$ cat src/common/ckpm_regs.svh
// Register offsets, field positions, reset values and counts of the clock controller.
`ifndef CKPM_REGS_SVH
`define CKPM_REGS_SVH

`define CKPM_OFF_OSC_CTRL    8'h20
`define CKPM_OFF_MAIN_MEAS   8'h24
`define CKPM_OFF_PLL_CFG     8'h2c
`define CKPM_OFF_MCK_CFG     8'h30
`define CKPM_OFF_PCK0        8'h40
`define CKPM_OFF_IRQ_SET     8'h60
`define CKPM_OFF_IRQ_CLR     8'h64
`define CKPM_OFF_STATUS      8'h68
`define CKPM_OFF_IRQ_VIEW    8'h6c

`define CKPM_OSC_EN_BIT      0
`define CKPM_OSC_CNT_LSB     8
`define CKPM_OSC_CNT_W       8
`define CKPM_OSC_MULT_SHIFT  3
`define CKPM_MEAS_WINDOW     5'h10
`define CKPM_MEAS_VALID_BIT  16
`define CKPM_PLL_DIV_LSB     0
`define CKPM_PLL_CNT_LSB     8
`define CKPM_PLL_CNT_W       6
`define CKPM_PLL_MUL_LSB     16
`define CKPM_PLL_MUL_W       11
`define CKPM_PLL_USB_LSB     28
`define CKPM_CSS_LSB         0
`define CKPM_CLOCK_SCALER_RATIO_LSB        2
`define CKPM_CLOCK_SCALER_RATIO_MAX        3'h6
`define CKPM_ST_MOSC         0
`define CKPM_ST_LOCK         2
`define CKPM_ST_MCK          3
`define CKPM_ST_PCK0         8
`define CKPM_STATUS_RESET    12'h008
`define CKPM_STATUS_USED     12'hf0d

`endif

$ cat src/common/ckpm_pkg.sv
// Types shared by the clock controller design.
`default_nettype none
package ckpm_pkg;
  // Main clock measurement sequence, one-hot.
  typedef enum logic [2:0] {
    MEAS_IDLE  = 3'b001,
    MEAS_COUNT = 3'b010,
    MEAS_DONE  = 3'b100
  } ckpm_meas_t;

  // Clock source codes.
  typedef enum logic [1:0] {
    SRC_SLOW = 2'b00,
    SRC_MAIN = 2'b01,
    SRC_RSVD = 2'b10,
    SRC_PLL  = 2'b11
  } ckpm_src_t;
endpackage : ckpm_pkg
`default_nettype wire

$ cat src/rtl/ckpm_ctrl.sv
// Clock generator and power manager control, status and divider logic with an APB slave.
//
// Chosen here: the register offsets and register access over APB.
`include "ckpm_regs.svh"
`timescale 1ns/1ps
`default_nettype none

module ckpm_ctrl #(
  parameter int NUM_PCK = 4
) (
  input  wire logic        sys_clk,
  input  wire logic        srst,
  input  wire logic        psel,
  input  wire logic        penable,
  input  wire logic        pwrite,
  input  wire logic [7:0]  paddr,
  input  wire logic [31:0] pwdata,
  output var  logic [31:0] prdata,
  output var  logic        pready,
  output var  logic        pslverr,
  input  wire logic        slow_clk_in,
  input  wire logic        main_clk_in,
  input  wire logic        pll_clk_in,
  output var  logic        main_osc_en,
  output var  logic        pll_enable,
  output var  logic [10:0] pll_feedback_factor,
  output var  logic        pll_ref_tick,
  output var  logic        usb_clk_tick,
  output var  logic        mck_tick,
  output var  logic [3:0]  pck_tick,
  output var  logic        irq
);

  // Refuse a count of programmable outputs that the four-entry storage cannot serve.
  if (NUM_PCK < 1 || NUM_PCK > 4) begin : g_bad_num_pck
    $error("NUM_PCK must lie between 1 and 4.");
  end

  // Source select to source edge.
  function automatic logic src_edge(input logic [1:0] clock_source_sel, input logic s, input logic m, input logic p);
    case (clock_source_sel)
      2'b00:   src_edge = s;
      2'b01:   src_edge = m;
      2'b11:   src_edge = p;
      default: src_edge = 1'b0;
    endcase
  endfunction : src_edge

  // Prescaler terminal count: divide by two to the code, reserved code never fires.
  function automatic logic clock_scaler_ratio_hit(input logic [5:0] cnt, input logic [2:0] code);
    logic [5:0] lim;
    lim = 6'(7'h01 << code) - 6'h01;
    clock_scaler_ratio_hit = (code <= `CKPM_CLOCK_SCALER_RATIO_MAX) && (cnt >= lim);
  endfunction : clock_scaler_ratio_hit

  ////////////////////////////////////////////////////////////////////////////
  // Pin synchronisers and edge detection.

  logic [2:0] sync_a;
  logic [2:0] sync_b;
  logic [2:0] sync_last;
  logic       slow_e;
  logic       main_e;
  logic       pll_e;

  // Two flops per pin input; the third stage feeds the edge detectors only.
  always_ff @(posedge sys_clk) begin
    if (srst) begin
      sync_a    <= 3'h0;
      sync_b    <= 3'h0;
      sync_last <= 3'h0;
    end else begin
      sync_a    <= {pll_clk_in, main_clk_in, slow_clk_in};
      sync_b    <= sync_a;
      sync_last <= sync_b;
    end
  end

  assign slow_e = sync_b[0] & ~sync_last[0];
  assign main_e = sync_b[1] & ~sync_last[1];
  assign pll_e  = sync_b[2] & ~sync_last[2];

  ////////////////////////////////////////////////////////////////////////////
  // APB register file.

  logic        wr_acc;
  logic        rd_setup;
  logic [15:0] osc_ctrl;
  logic [31:0] pll_cfg;
  logic [4:0]  mck_cfg;
  logic [4:0]  pck_cfg [4];
  logic [11:0] irq_en;
  logic [11:0] status;
  logic [11:0] irq_evt;
  logic [15:0] main_freq_count;
  logic        main_count_valid;
  logic        pll_wr;
  logic        mck_wr;
  logic [3:0]  pck_wr;
  logic        st_rd;

  assign wr_acc   = psel & penable & pwrite;
  assign rd_setup = psel & ~penable & ~pwrite;
  assign pready   = 1'b1;
  assign pll_wr   = wr_acc && paddr == `CKPM_OFF_PLL_CFG;
  assign mck_wr   = wr_acc && paddr == `CKPM_OFF_MCK_CFG;
  assign st_rd    = psel & penable & ~pwrite && paddr == `CKPM_OFF_STATUS;

  always_comb begin
    for (int i = 0; i < 4; i++) begin
      pck_wr[i] = wr_acc && (i < NUM_PCK) && paddr == (`CKPM_OFF_PCK0 + 8'(4 * i));
    end
  end

  // Writable configuration registers.
  always_ff @(posedge sys_clk) begin
    if (srst) begin
      osc_ctrl <= 16'h0000;
      pll_cfg  <= 32'h0000_0000;
      mck_cfg  <= 5'h00;
      for (int i = 0; i < 4; i++) begin
        pck_cfg[i] <= 5'h00;
      end
    end else begin
      if (wr_acc && paddr == `CKPM_OFF_OSC_CTRL) begin
        osc_ctrl <= {pwdata[15:8], 7'h00, pwdata[0]};
      end
      if (pll_wr) begin
        pll_cfg <= {2'h0, pwdata[29:28], 1'b0, pwdata[26:0]};
      end
      if (mck_wr) begin
        mck_cfg <= pwdata[4:0];
      end
      for (int i = 0; i < 4; i++) begin
        if (pck_wr[i]) begin
          pck_cfg[i] <= pwdata[4:0];
        end
      end
    end
  end

  // Interrupt enables: one bits set or clear, zero bits leave alone.
  always_ff @(posedge sys_clk) begin
    if (srst) begin
      irq_en <= 12'h000;
    end else if (wr_acc && paddr == `CKPM_OFF_IRQ_SET) begin
      irq_en <= irq_en | (pwdata[11:0] & `CKPM_STATUS_USED);
    end else if (wr_acc && paddr == `CKPM_OFF_IRQ_CLR) begin
      irq_en <= irq_en & ~pwdata[11:0];
    end
  end

  // Read data and error are captured in the setup cycle and held through access.
  always_ff @(posedge sys_clk) begin
    if (srst) begin
      prdata  <= 32'h0000_0000;
      pslverr <= 1'b0;
    end else if (psel & ~penable) begin
      prdata  <= 32'h0000_0000;
      pslverr <= 1'b0;
      if (paddr == `CKPM_OFF_OSC_CTRL) begin
        prdata <= rd_setup ? {16'h0000, osc_ctrl} : 32'h0000_0000;
      end else if (paddr == `CKPM_OFF_MAIN_MEAS) begin
        prdata <= rd_setup ? {15'h0000, main_count_valid, main_freq_count} : 32'h0000_0000;
      end else if (paddr == `CKPM_OFF_PLL_CFG) begin
        prdata <= rd_setup ? pll_cfg : 32'h0000_0000;
      end else if (paddr == `CKPM_OFF_MCK_CFG) begin
        prdata <= rd_setup ? {27'h0, mck_cfg} : 32'h0000_0000;
      end else if (paddr >= `CKPM_OFF_PCK0 && paddr < `CKPM_OFF_PCK0 + 8'(4 * NUM_PCK) && paddr[1:0] == 2'b00) begin
        prdata <= rd_setup ? {27'h0, pck_cfg[paddr[3:2]]} : 32'h0000_0000;
      end else if (paddr == `CKPM_OFF_STATUS) begin
        prdata <= rd_setup ? {20'h0, status} : 32'h0000_0000;
      end else if (paddr == `CKPM_OFF_IRQ_VIEW) begin
        prdata <= rd_setup ? {20'h0, ~irq_en & `CKPM_STATUS_USED} : 32'h0000_0000;
      end else if (paddr == `CKPM_OFF_IRQ_SET || paddr == `CKPM_OFF_IRQ_CLR) begin
        pslverr <= ~pwrite;
      end else begin
        pslverr <= 1'b1;
      end
    end
  end

  ////////////////////////////////////////////////////////////////////////////
  // Main oscillator startup.

  logic [10:0] osc_cnt;
  logic        osc_stable;

  assign main_osc_en = osc_ctrl[`CKPM_OSC_EN_BIT];

  // Count startup count times eight slow edges after enable; disable restarts it.
  always_ff @(posedge sys_clk) begin
    if (srst) begin
      osc_cnt    <= 11'h000;
      osc_stable <= 1'b0;
    end else if (!main_osc_en) begin
      osc_cnt    <= 11'h000;
      osc_stable <= 1'b0;
    end else if (osc_cnt >= {osc_ctrl[15:8], 3'h0}) begin
      osc_stable <= 1'b1;
    end else if (slow_e) begin
      osc_cnt <= osc_cnt + 11'h001;
    end
  end

  ////////////////////////////////////////////////////////////////////////////
  // Main clock frequency measurement.

  ckpm_pkg::ckpm_meas_t meas_st;
  logic [4:0]           win_cnt;
  logic [15:0]          edge_cnt;

  // Sixteen slow periods are opened and closed on slow edges; main edges counted between.
  always_ff @(posedge sys_clk) begin
    if (srst) begin
      meas_st          <= ckpm_pkg::MEAS_IDLE;
      win_cnt          <= 5'h00;
      edge_cnt         <= 16'h0000;
      main_freq_count  <= 16'h0000;
      main_count_valid <= 1'b0;
    end else if (!osc_stable) begin
      meas_st          <= ckpm_pkg::MEAS_IDLE;
      main_count_valid <= 1'b0;
    end else begin
      case (meas_st)
        ckpm_pkg::MEAS_IDLE: begin
          if (slow_e) begin
            win_cnt  <= 5'h00;
            edge_cnt <= 16'h0000;
            meas_st  <= ckpm_pkg::MEAS_COUNT;
          end
        end
        ckpm_pkg::MEAS_COUNT: begin
          if (main_e) begin
            edge_cnt <= edge_cnt + 16'h0001;
          end
          if (slow_e) begin
            win_cnt <= win_cnt + 5'h01;
            if (win_cnt + 5'h01 == `CKPM_MEAS_WINDOW) begin
              meas_st <= ckpm_pkg::MEAS_DONE;
            end
          end
        end
        ckpm_pkg::MEAS_DONE: begin
          main_freq_count  <= edge_cnt;
          main_count_valid <= 1'b1;
        end
        default: meas_st <= ckpm_pkg::MEAS_IDLE;
      endcase
    end
  end

  ////////////////////////////////////////////////////////////////////////////
  // PLL control: input divider, lock wait and USB divider.

  logic [7:0] ref_cnt;
  logic [5:0] settle_cnt;
  logic       pll_locked;
  logic [1:0] usb_cnt;

  assign pll_feedback_factor = pll_cfg[`CKPM_PLL_MUL_LSB +: `CKPM_PLL_MUL_W];
  assign pll_enable = (pll_feedback_factor != 11'h000) && (pll_cfg[7:0] != 8'h00);

  // Reference tick from the main clock divided by the prescale field.
  always_ff @(posedge sys_clk) begin
    if (srst || pll_wr) begin
      ref_cnt      <= 8'h00;
      pll_ref_tick <= 1'b0;
    end else begin
      pll_ref_tick <= 1'b0;
      if (main_e && pll_cfg[7:0] != 8'h00) begin
        if (ref_cnt + 8'h01 >= pll_cfg[7:0]) begin
          ref_cnt      <= 8'h00;
          pll_ref_tick <= 1'b1;
        end else begin
          ref_cnt <= ref_cnt + 8'h01;
        end
      end
    end
  end

  // Lock waits the settle count in slow edges after every configuration write.
  always_ff @(posedge sys_clk) begin
    if (srst) begin
      settle_cnt <= 6'h00;
      pll_locked <= 1'b0;
    end else if (pll_wr) begin
      settle_cnt <= pwdata[`CKPM_PLL_CNT_LSB +: `CKPM_PLL_CNT_W];
      pll_locked <= 1'b0;
    end else if (!pll_enable) begin
      pll_locked <= 1'b0;
    end else if (settle_cnt == 6'h00) begin
      pll_locked <= 1'b1;
    end else if (slow_e) begin
      settle_cnt <= settle_cnt - 6'h01;
    end
  end

  // USB tick passes, halves or quarters the PLL edges; the reserved code stays silent.
  always_ff @(posedge sys_clk) begin
    if (srst) begin
      usb_cnt      <= 2'h0;
      usb_clk_tick <= 1'b0;
    end else begin
      usb_clk_tick <= 1'b0;
      if (pll_e && pll_locked) begin
        usb_cnt <= usb_cnt + 2'h1;
        case (pll_cfg[29:28])
          2'b00:   usb_clk_tick <= 1'b1;
          2'b01:   usb_clk_tick <= usb_cnt[0];
          2'b10:   usb_clk_tick <= &usb_cnt;
          default: usb_clk_tick <= 1'b0;
        endcase
      end
    end
  end

  ////////////////////////////////////////////////////////////////////////////
  // Master and programmable clock prescalers with ready flags.

  logic [5:0] mck_cnt;
  logic       mck_ok;
  logic       mck_src;
  logic [5:0] pck_cnt [4];
  logic [3:0] pck_ok;

  assign mck_src = src_edge(mck_cfg[1:0], slow_e, main_e, pll_e & pll_locked);

  // Master tick every two to the code source edges; ready returns on the first tick.
  always_ff @(posedge sys_clk) begin
    if (srst || mck_wr) begin
      mck_cnt  <= 6'h00;
      mck_tick <= 1'b0;
      mck_ok   <= srst;
    end else begin
      mck_tick <= 1'b0;
      if (mck_src) begin
        if (clock_scaler_ratio_hit(mck_cnt, mck_cfg[4:2])) begin
          mck_cnt  <= 6'h00;
          mck_tick <= 1'b1;
          mck_ok   <= 1'b1;
        end else begin
          mck_cnt <= mck_cnt + 6'h01;
        end
      end
    end
  end

  // Each programmable output runs its own select and prescaler.
  always_ff @(posedge sys_clk) begin
    for (int i = 0; i < 4; i++) begin
      if (srst || pck_wr[i] || i >= NUM_PCK) begin
        pck_cnt[i]  <= 6'h00;
        pck_tick[i] <= 1'b0;
        pck_ok[i]   <= 1'b0;
      end else begin
        pck_tick[i] <= 1'b0;
        if (src_edge(pck_cfg[i][1:0], slow_e, main_e, pll_e & pll_locked)) begin
          if (clock_scaler_ratio_hit(pck_cnt[i], pck_cfg[i][4:2])) begin
            pck_cnt[i]  <= 6'h00;
            pck_tick[i] <= 1'b1;
            pck_ok[i]   <= 1'b1;
          end else begin
            pck_cnt[i] <= pck_cnt[i] + 6'h01;
          end
        end
      end
    end
  end

  ////////////////////////////////////////////////////////////////////////////
  // Status, sticky events and interrupt.

  assign status = {pck_ok, 4'h0, mck_ok, pll_locked, 1'b0, osc_stable};

  // Events stick while set; a status read clears them but a standing level sets again.
  always_ff @(posedge sys_clk) begin
    if (srst) begin
      irq_evt <= 12'h000;
    end else begin
      irq_evt <= (st_rd ? 12'h000 : irq_evt) | status;
    end
  end

  // Single level interrupt from enabled events.
  always_ff @(posedge sys_clk) begin
    if (srst) begin
      irq <= 1'b0;
    end else begin
      irq <= |((irq_evt | status) & irq_en);
    end
  end

endmodule : ckpm_ctrl
`default_nettype wire

$ cat config.mk
export PLATFORM = sky130hd
export DESIGN_NAME = ckpm_ctrl
export DESIGN_NICKNAME = d
export VERILOG_FILES = /design/src/common/ckpm_pkg.sv /design/src/rtl/ckpm_ctrl.sv
export VERILOG_INCLUDE_DIRS = /design/src /design/src/common
export SDC_FILE = /design/constraint.sdc
export NUM_CORES = 1
export LEC_CHECK = 0
export BUFFER_PORTS_ARGS = -buffer_cell sky130_fd_sc_hd__buf_4
export CAP_MARGIN = 20
export CORE_ASPECT_RATIO = 1.1
export CORE_MARGIN = 2
export CORE_UTILIZATION = 30
export CTS_BUF_LIST = sky130_fd_sc_hd__clkbuf_8
export DETAILED_ROUTE_END_ITERATION = 8
export GPL_TIMING_DRIVEN = 0
export HOLD_SLACK_MARGIN = 0.02
export SYNTH_ARGS = -nofsm -noshare
export SYNTH_HDL_FRONTEND = slang
export SYNTH_SLANG_ARGS = --single-unit
$ cat constraint.sdc
create_clock -name sys_clk -period 2.6 [get_ports sys_clk]
set_input_delay 0.13 -clock sys_clk [delete_from_list [all_inputs] [get_ports sys_clk]]
set_output_delay 0.13 -clock sys_clk [all_outputs]
set_load 0.05 [all_outputs]
# Word level (Yosys, flattened, before mapping)

Memory sizes are Yosys's and may differ from the RTL's.
Index checks and enable logic that the tools add are counted.

Add/sub/neg operators: 16
$lt $le $gt $ge: 14
Eq/ne operators: 33
Shift-type cells: 5
Mux-type cells: 122
Bitwise logic cells: 41
Reductions and logical operators: 62

Operators by type and width:

| kind                  | number |
|---|---|
| $mux 30               | 4 |
| $mux 12               | 9 |
| $mux 6                | 13 |
| $mux 1                | 71 |
| $eq 8x7->1 const B    | 8 |
| $mux 16               | 3 |
| $mux 5                | 8 |
| $or 12x12->12         | 3 |
| $sub 6x1->6 const B   | 6 |
| $eq 8x6->1 const B    | 4 |
| $pmux 16 s2           | 1 |
| $add 6x1->6 const B   | 5 |
| $ge 6x6->1            | 5 |
| $shl 1x3->6 const A   | 5 |
| $and 12x12->12        | 2 |
| $not 12->12           | 2 |
| $logic_and 1x1->1     | 20 |
| $pmux 1 s3            | 6 |
| $mux 17               | 1 |
| $add 16x1->16 const B | 1 |
| $reduce_and 2->1      | 8 |
| $le 3x3->1 const B    | 5 |
| $logic_not 2->1       | 7 |
| $not 1->1             | 13 |
| 31 further kinds      | 83 |

Register bits: 198
RAM bits: 44
Bits of input ports: 48
Output and inout bits: 55
Logic and storage cells: 327
Memories kept: 2

Memory list:

| name    | depth | width | read ports | clocked after Yosys merged registers in | wr ports | line             | RTL |
|---|---|---|---|---|---|---|---|
| pck_cnt | 4     | 6     | 4          | 0                                       | 4        | ckpm_ctrl.sv:324 | `logic [5:0] pck_cnt [4];` |
| pck_cfg | 4     | 5     | 5          | 0                                       | 4        | ckpm_ctrl.sv:91  | `logic [4:0] pck_cfg [4];` |

# Logic depth before layout (Yosys ltp)

Depth in word-level cells: 11
Gate-level depth with buffers: 14
Depth with buffers taken out: 13

# Worst setup path before layout

OpenSTA, ideal clock, no wires.

Path kind: reg-to-reg
Start point: memory pck_cfg[0][4]
End point: memory pck_cnt[0][2], data pin
Library setup time: 0.260 ns
Arrival: 2.574 ns
Data required time: 2.340 ns
Slack: -0.234 ns
Stages on the path, launching flop included: 14
Path buffers: 1
Path through: edfxtp_1 -> or3_1 -> ha_1 -> nor3_1 -> a21oi_1 -> o21a_1 -> ha_1 -> o21ai_0 -> nand2b_1 -> a21oi_1 -> a311o_1 -> or3b_1 -> clkbuf_1 -> nor2_1

RTL lines:

| item            | line |
|---|---|
| start, declared | ckpm_ctrl.sv:91 |
| end, declared   | ckpm_ctrl.sv:324 |

==> results.sh <==
export IMPL_layout_commonest_cell="dfxtp_1"
export IMPL_synthDistinctLibCells=70
export IMPL_synth_simple_gate_area_share_pct=22.25
export IMPL_syn_area_per_cell_sq_um=8.697
export IMPL_hold_class="primary input to flop"
export IMPL_path_max_fanout=6
export IMPL_multi_input_area_sq_um=6198
export IMPL_dr_total_vias=10200
export IMPL_dp_slack_ns=-0.4653
export IMPL_reg2reg_slack_ns=-0.20
export IMPL_place_congestion=0.9051
export IMPL_rsz0062_at_grt="true"
export IMPL_grt_overflow=0
export IMPL_nets=1618
export IMPL_n_antenna_cell=0
export IMPL_cts_root_buf="clkbuf_8"
export IMPL_synthArstFlopShare_pct=0
export IMPL_fmax_mhz=357.6
export IMPL_yosysSeqAreaShare_pct=44.06
export IMPL_fin_crit_sh_pct=107.6
export IMPL_violations="negative setup slack"
export IMPL_clock_sinks=229
export IMPL_fillCellCount=3733
export IMPL_core_sq_um=37310
export IMPL_drt_vias_per_instance=5.016
export IMPL_drv_cap=0
export IMPL_hold_viol_final=0
export IMPL_setup_violations_final=27
export IMPL_clock_path_buffers=3
export IMPL_drcViolationCount=0
export IMPL_cp_start_kind="flop"
export IMPL_postRouteAntennaNets=0
export IMPL_tns_ns=-3.177
export IMPL_dp_final_hpwl_um=24750
export IMPL_dp_cells=1903
export IMPL_p_per_area_nw_per_um2=559.1
export IMPL_clk_pin_slew_worst_paths_ns=0.06
export IMPL_final_seq_area_sq_um=5046
export IMPL_cts_buffers=42
export IMPL_p_leak_nw=5.495
export IMPL_tightest_slew_ns=0.7649
export IMPL_synth_edf_count=45
export IMPL_area_growth_syn_to_layout_pct=27.69
export IMPL_cts_tree="yes"
export IMPL_synth_compound_area_share_pct=16.16
export IMPL_fin_cells=2034
export IMPL_synth_top_family_by_area="simple AND/OR/NAND/NOR gates"
export IMPL_synthAdderAreaFrac_pct=6.898
export IMPL_stdcell_area_sq_um=14590
export IMPL_critPathKind="flop to flop"
export IMPL_htree_levels=2
export IMPL_start_util_pct=30.63
export IMPL_min_period_ns=2.797
export IMPL_mostFrequentLayoutCells="179 x dfxtp_1, 168 x nand2_1, 140 x a21oi_1, 132 x buf_4, 120 x nor2_1"
export IMPL_io_pins=103
export IMPL_insertion_delay_ns=0.55
export IMPL_peakVddDrop_v=0.0002722
export IMPL_std_cell_rows=74
export IMPL_max_slew_margin_pct=49.01
export IMPL_synth_main_ff_cell="dfxtp_1"
export IMPL_drtPass1Iterations=5
export IMPL_routed_wirelength_um=34020
export IMPL_synth_seq_cells=229
export IMPL_placed_cell_area_sq_um=12800
export IMPL_die_area_sq_um=39670
export IMPL_die_h_um=208.7
export IMPL_worstPathRequired_ns=3.00
export IMPL_die_w_um=190.1
export IMPL_outcome="finished with violations"
export IMPL_drt_initial_drc_count=735
export IMPL_muxShareOfSynthArea_pct=1.423
export IMPL_endpoint_kind="flop"
export IMPL_maxSlewViolCount=0
export IMPL_grt_pass1_vias=9907
export IMPL_antenna_found_initial=0
export IMPL_grt_total_usage_pct=16.85
export IMPL_p_total_mw=8.159
export IMPL_fin_ws_ns=-0.1968
export IMPL_finalClockSkew_ns=0.02666
export IMPL_portBuffers=93
export IMPL_drive_gt1_share_pct=19.09
export IMPL_synth_xor_area_share_pct=4.215
export IMPL_syn_instance_count=1314
export IMPL_grt_max_degree=11
export IMPL_crit_arrival_ns=3.20
export IMPL_wl_per_cell_um=16.73
export IMPL_ys_warn_count=0
export IMPL_grt_pass1_wl_um=53080
export IMPL_syn_area_sq_um=11430
==> path summary, 6_finish.rpt <==
check | start | cells past startpoint | endpoint
worst max-delay path | pck_cfg[0][2] | 12 | pck_cnt[0][4]
worst min-delay path | paddr[6] | 5 | prdata[2]
worst min register to register | sync_a[1] | 1 | sync_b[1]
worst max register to register | pck_cfg[0][2] | 12 | pck_cnt[0][4]
==> registers in the layout, indices dropped and copies added, names as in the netlist, 3 cells and up, named ones only <==
name,flops
ref_cnt,8
pck_cnt,24
osc_ctrl,9
sync_last,3
pck_ok,4
edge_cnt,16
osc_cnt,11
win_cnt,5
mck_cfg,5
pck_cfg,20
main_freq_count,16
meas_st,3
irq_evt,7
settle_cnt,6
prdata,29
pck_tick,4
pll_cfg,29
sync_a,3
sync_b,3
mck_cnt,6
==> metal layers <==
layer | GRT usage, % | vias up | wire length [um]
li1 | - | 5020 | -
met1 | 21.54 | 4800 | 14350
met2 | 28.71 | 309 | 16300
met3 | 2.704 | 73 | 2360
met4 | 5.827 | 0 | 1008
met5 | 0 | - | 0
==> Yosys cell counts (4+ instances only) <==
master | n | area, sq um
a211oi_1 | 17 | 127.6
a21o_1 | 13 | 97.59
a21oi_1 | 148 | 740.7
a221oi_1 | 6 | 52.55
a22oi_1 | 29 | 217.7
a2bb2oi_1 | 4 | 35.03
a311o_1 | 4 | 40.04
and2_1 | 24 | 150.1
and3_1 | 11 | 68.82
buf_2 | 15 | 75.07
buf_4 | 16 | 120.1
clkbuf_1 | 37 | 138.9
dfxtp_1 | 184 | 3684
edfxtp_1 | 45 | 1351
ha_1 | 63 | 788.3
inv_1 | 56 | 210.2
mux2i_1 | 5 | 50.05
mux4_2 | 5 | 112.6
nand2_1 | 168 | 630.6
nand2b_1 | 19 | 118.9
nand3_1 | 45 | 225.2
nand3b_1 | 5 | 37.54
nand4_1 | 6 | 37.54
nor2_1 | 141 | 529.3
nor2b_1 | 16 | 100.1
nor3_1 | 25 | 125.1
nor3b_1 | 7 | 52.55
nor4_1 | 9 | 56.30
o211ai_1 | 8 | 60.06
o21a_1 | 5 | 37.54
o21ai_0 | 32 | 160.2
o22a_1 | 4 | 35.03
o22ai_1 | 4 | 25.02
o2bb2ai_1 | 4 | 35.03
o31ai_1 | 4 | 30.03
or3_1 | 20 | 125.1
or3b_1 | 4 | 35.03
or4_1 | 10 | 75.07
xnor2_1 | 32 | 280.3
xor2_1 | 23 | 201.4
==> logic make-up after synthesis <==
logic type      count (synthesis)
xor+xnor                       55
fa+ha+maj                      63
buf+inv                       127
other cells                     2
simple gates                  528
compound gates                300
flops                         229
mux                            10
==> repair_timing <==
item | CTS | global route
buffers inserted | 17 | 9
endpoints found under the hold margin | 73 | 0
endpoints found under the setup margin | 48 | 47
pin swaps | 13 | 23
resized for setup | 27 | 51
hold buffers | 33 | 0
cloned | 0 | 1
==> power by group <==
group	leakage (nW)	internal, mW	switching [mW]
Combinational	3.03	0.265	0.348
Clock	0.536	2.31	1.53
Sequential	1.93	3.67	0.0425
==> area by class of cell <==
| type | instances | area share, % |
|---|---|---|
| buffer | 65 | 2.264 |
| inverter | 56 | 1.441 |
| clock inverter | 25 | 1.629 |
| timing repair buffer | 152 | 8.463 |
| multi-input combinational | 961 | 42.48 |
| sequential | 229 | 34.58 |
| clock buffer | 52 | 4.905 |
| tap | 494 | 4.236 |
==> through the flow <==
stage               hold WS, ns  utilization [%]
global placement         0.3485            34.31
detailed placement       0.3510            34.31
floorplan                0.2266                -
finish                  0.09700            39.11
global route            0.09962            39.11
CTS                     0.04364            38.36
==> worst max-delay path, cell delays in order (launching register included) <==
cell	delay, ns
edfxtp_1	0.43
or3_4	0.43
ha_4	0.19
nor3_2	0.12
a21oi_2	0.05
o21a_1	0.17
ha_1	0.28
o21ai_1	0.09
nand2b_1	0.09
a21oi_2	0.12
a311o_1	0.15
or3b_4	0.43
nor2_2	0.11
No activity file was read; power rests on OpenSTA's default activity.
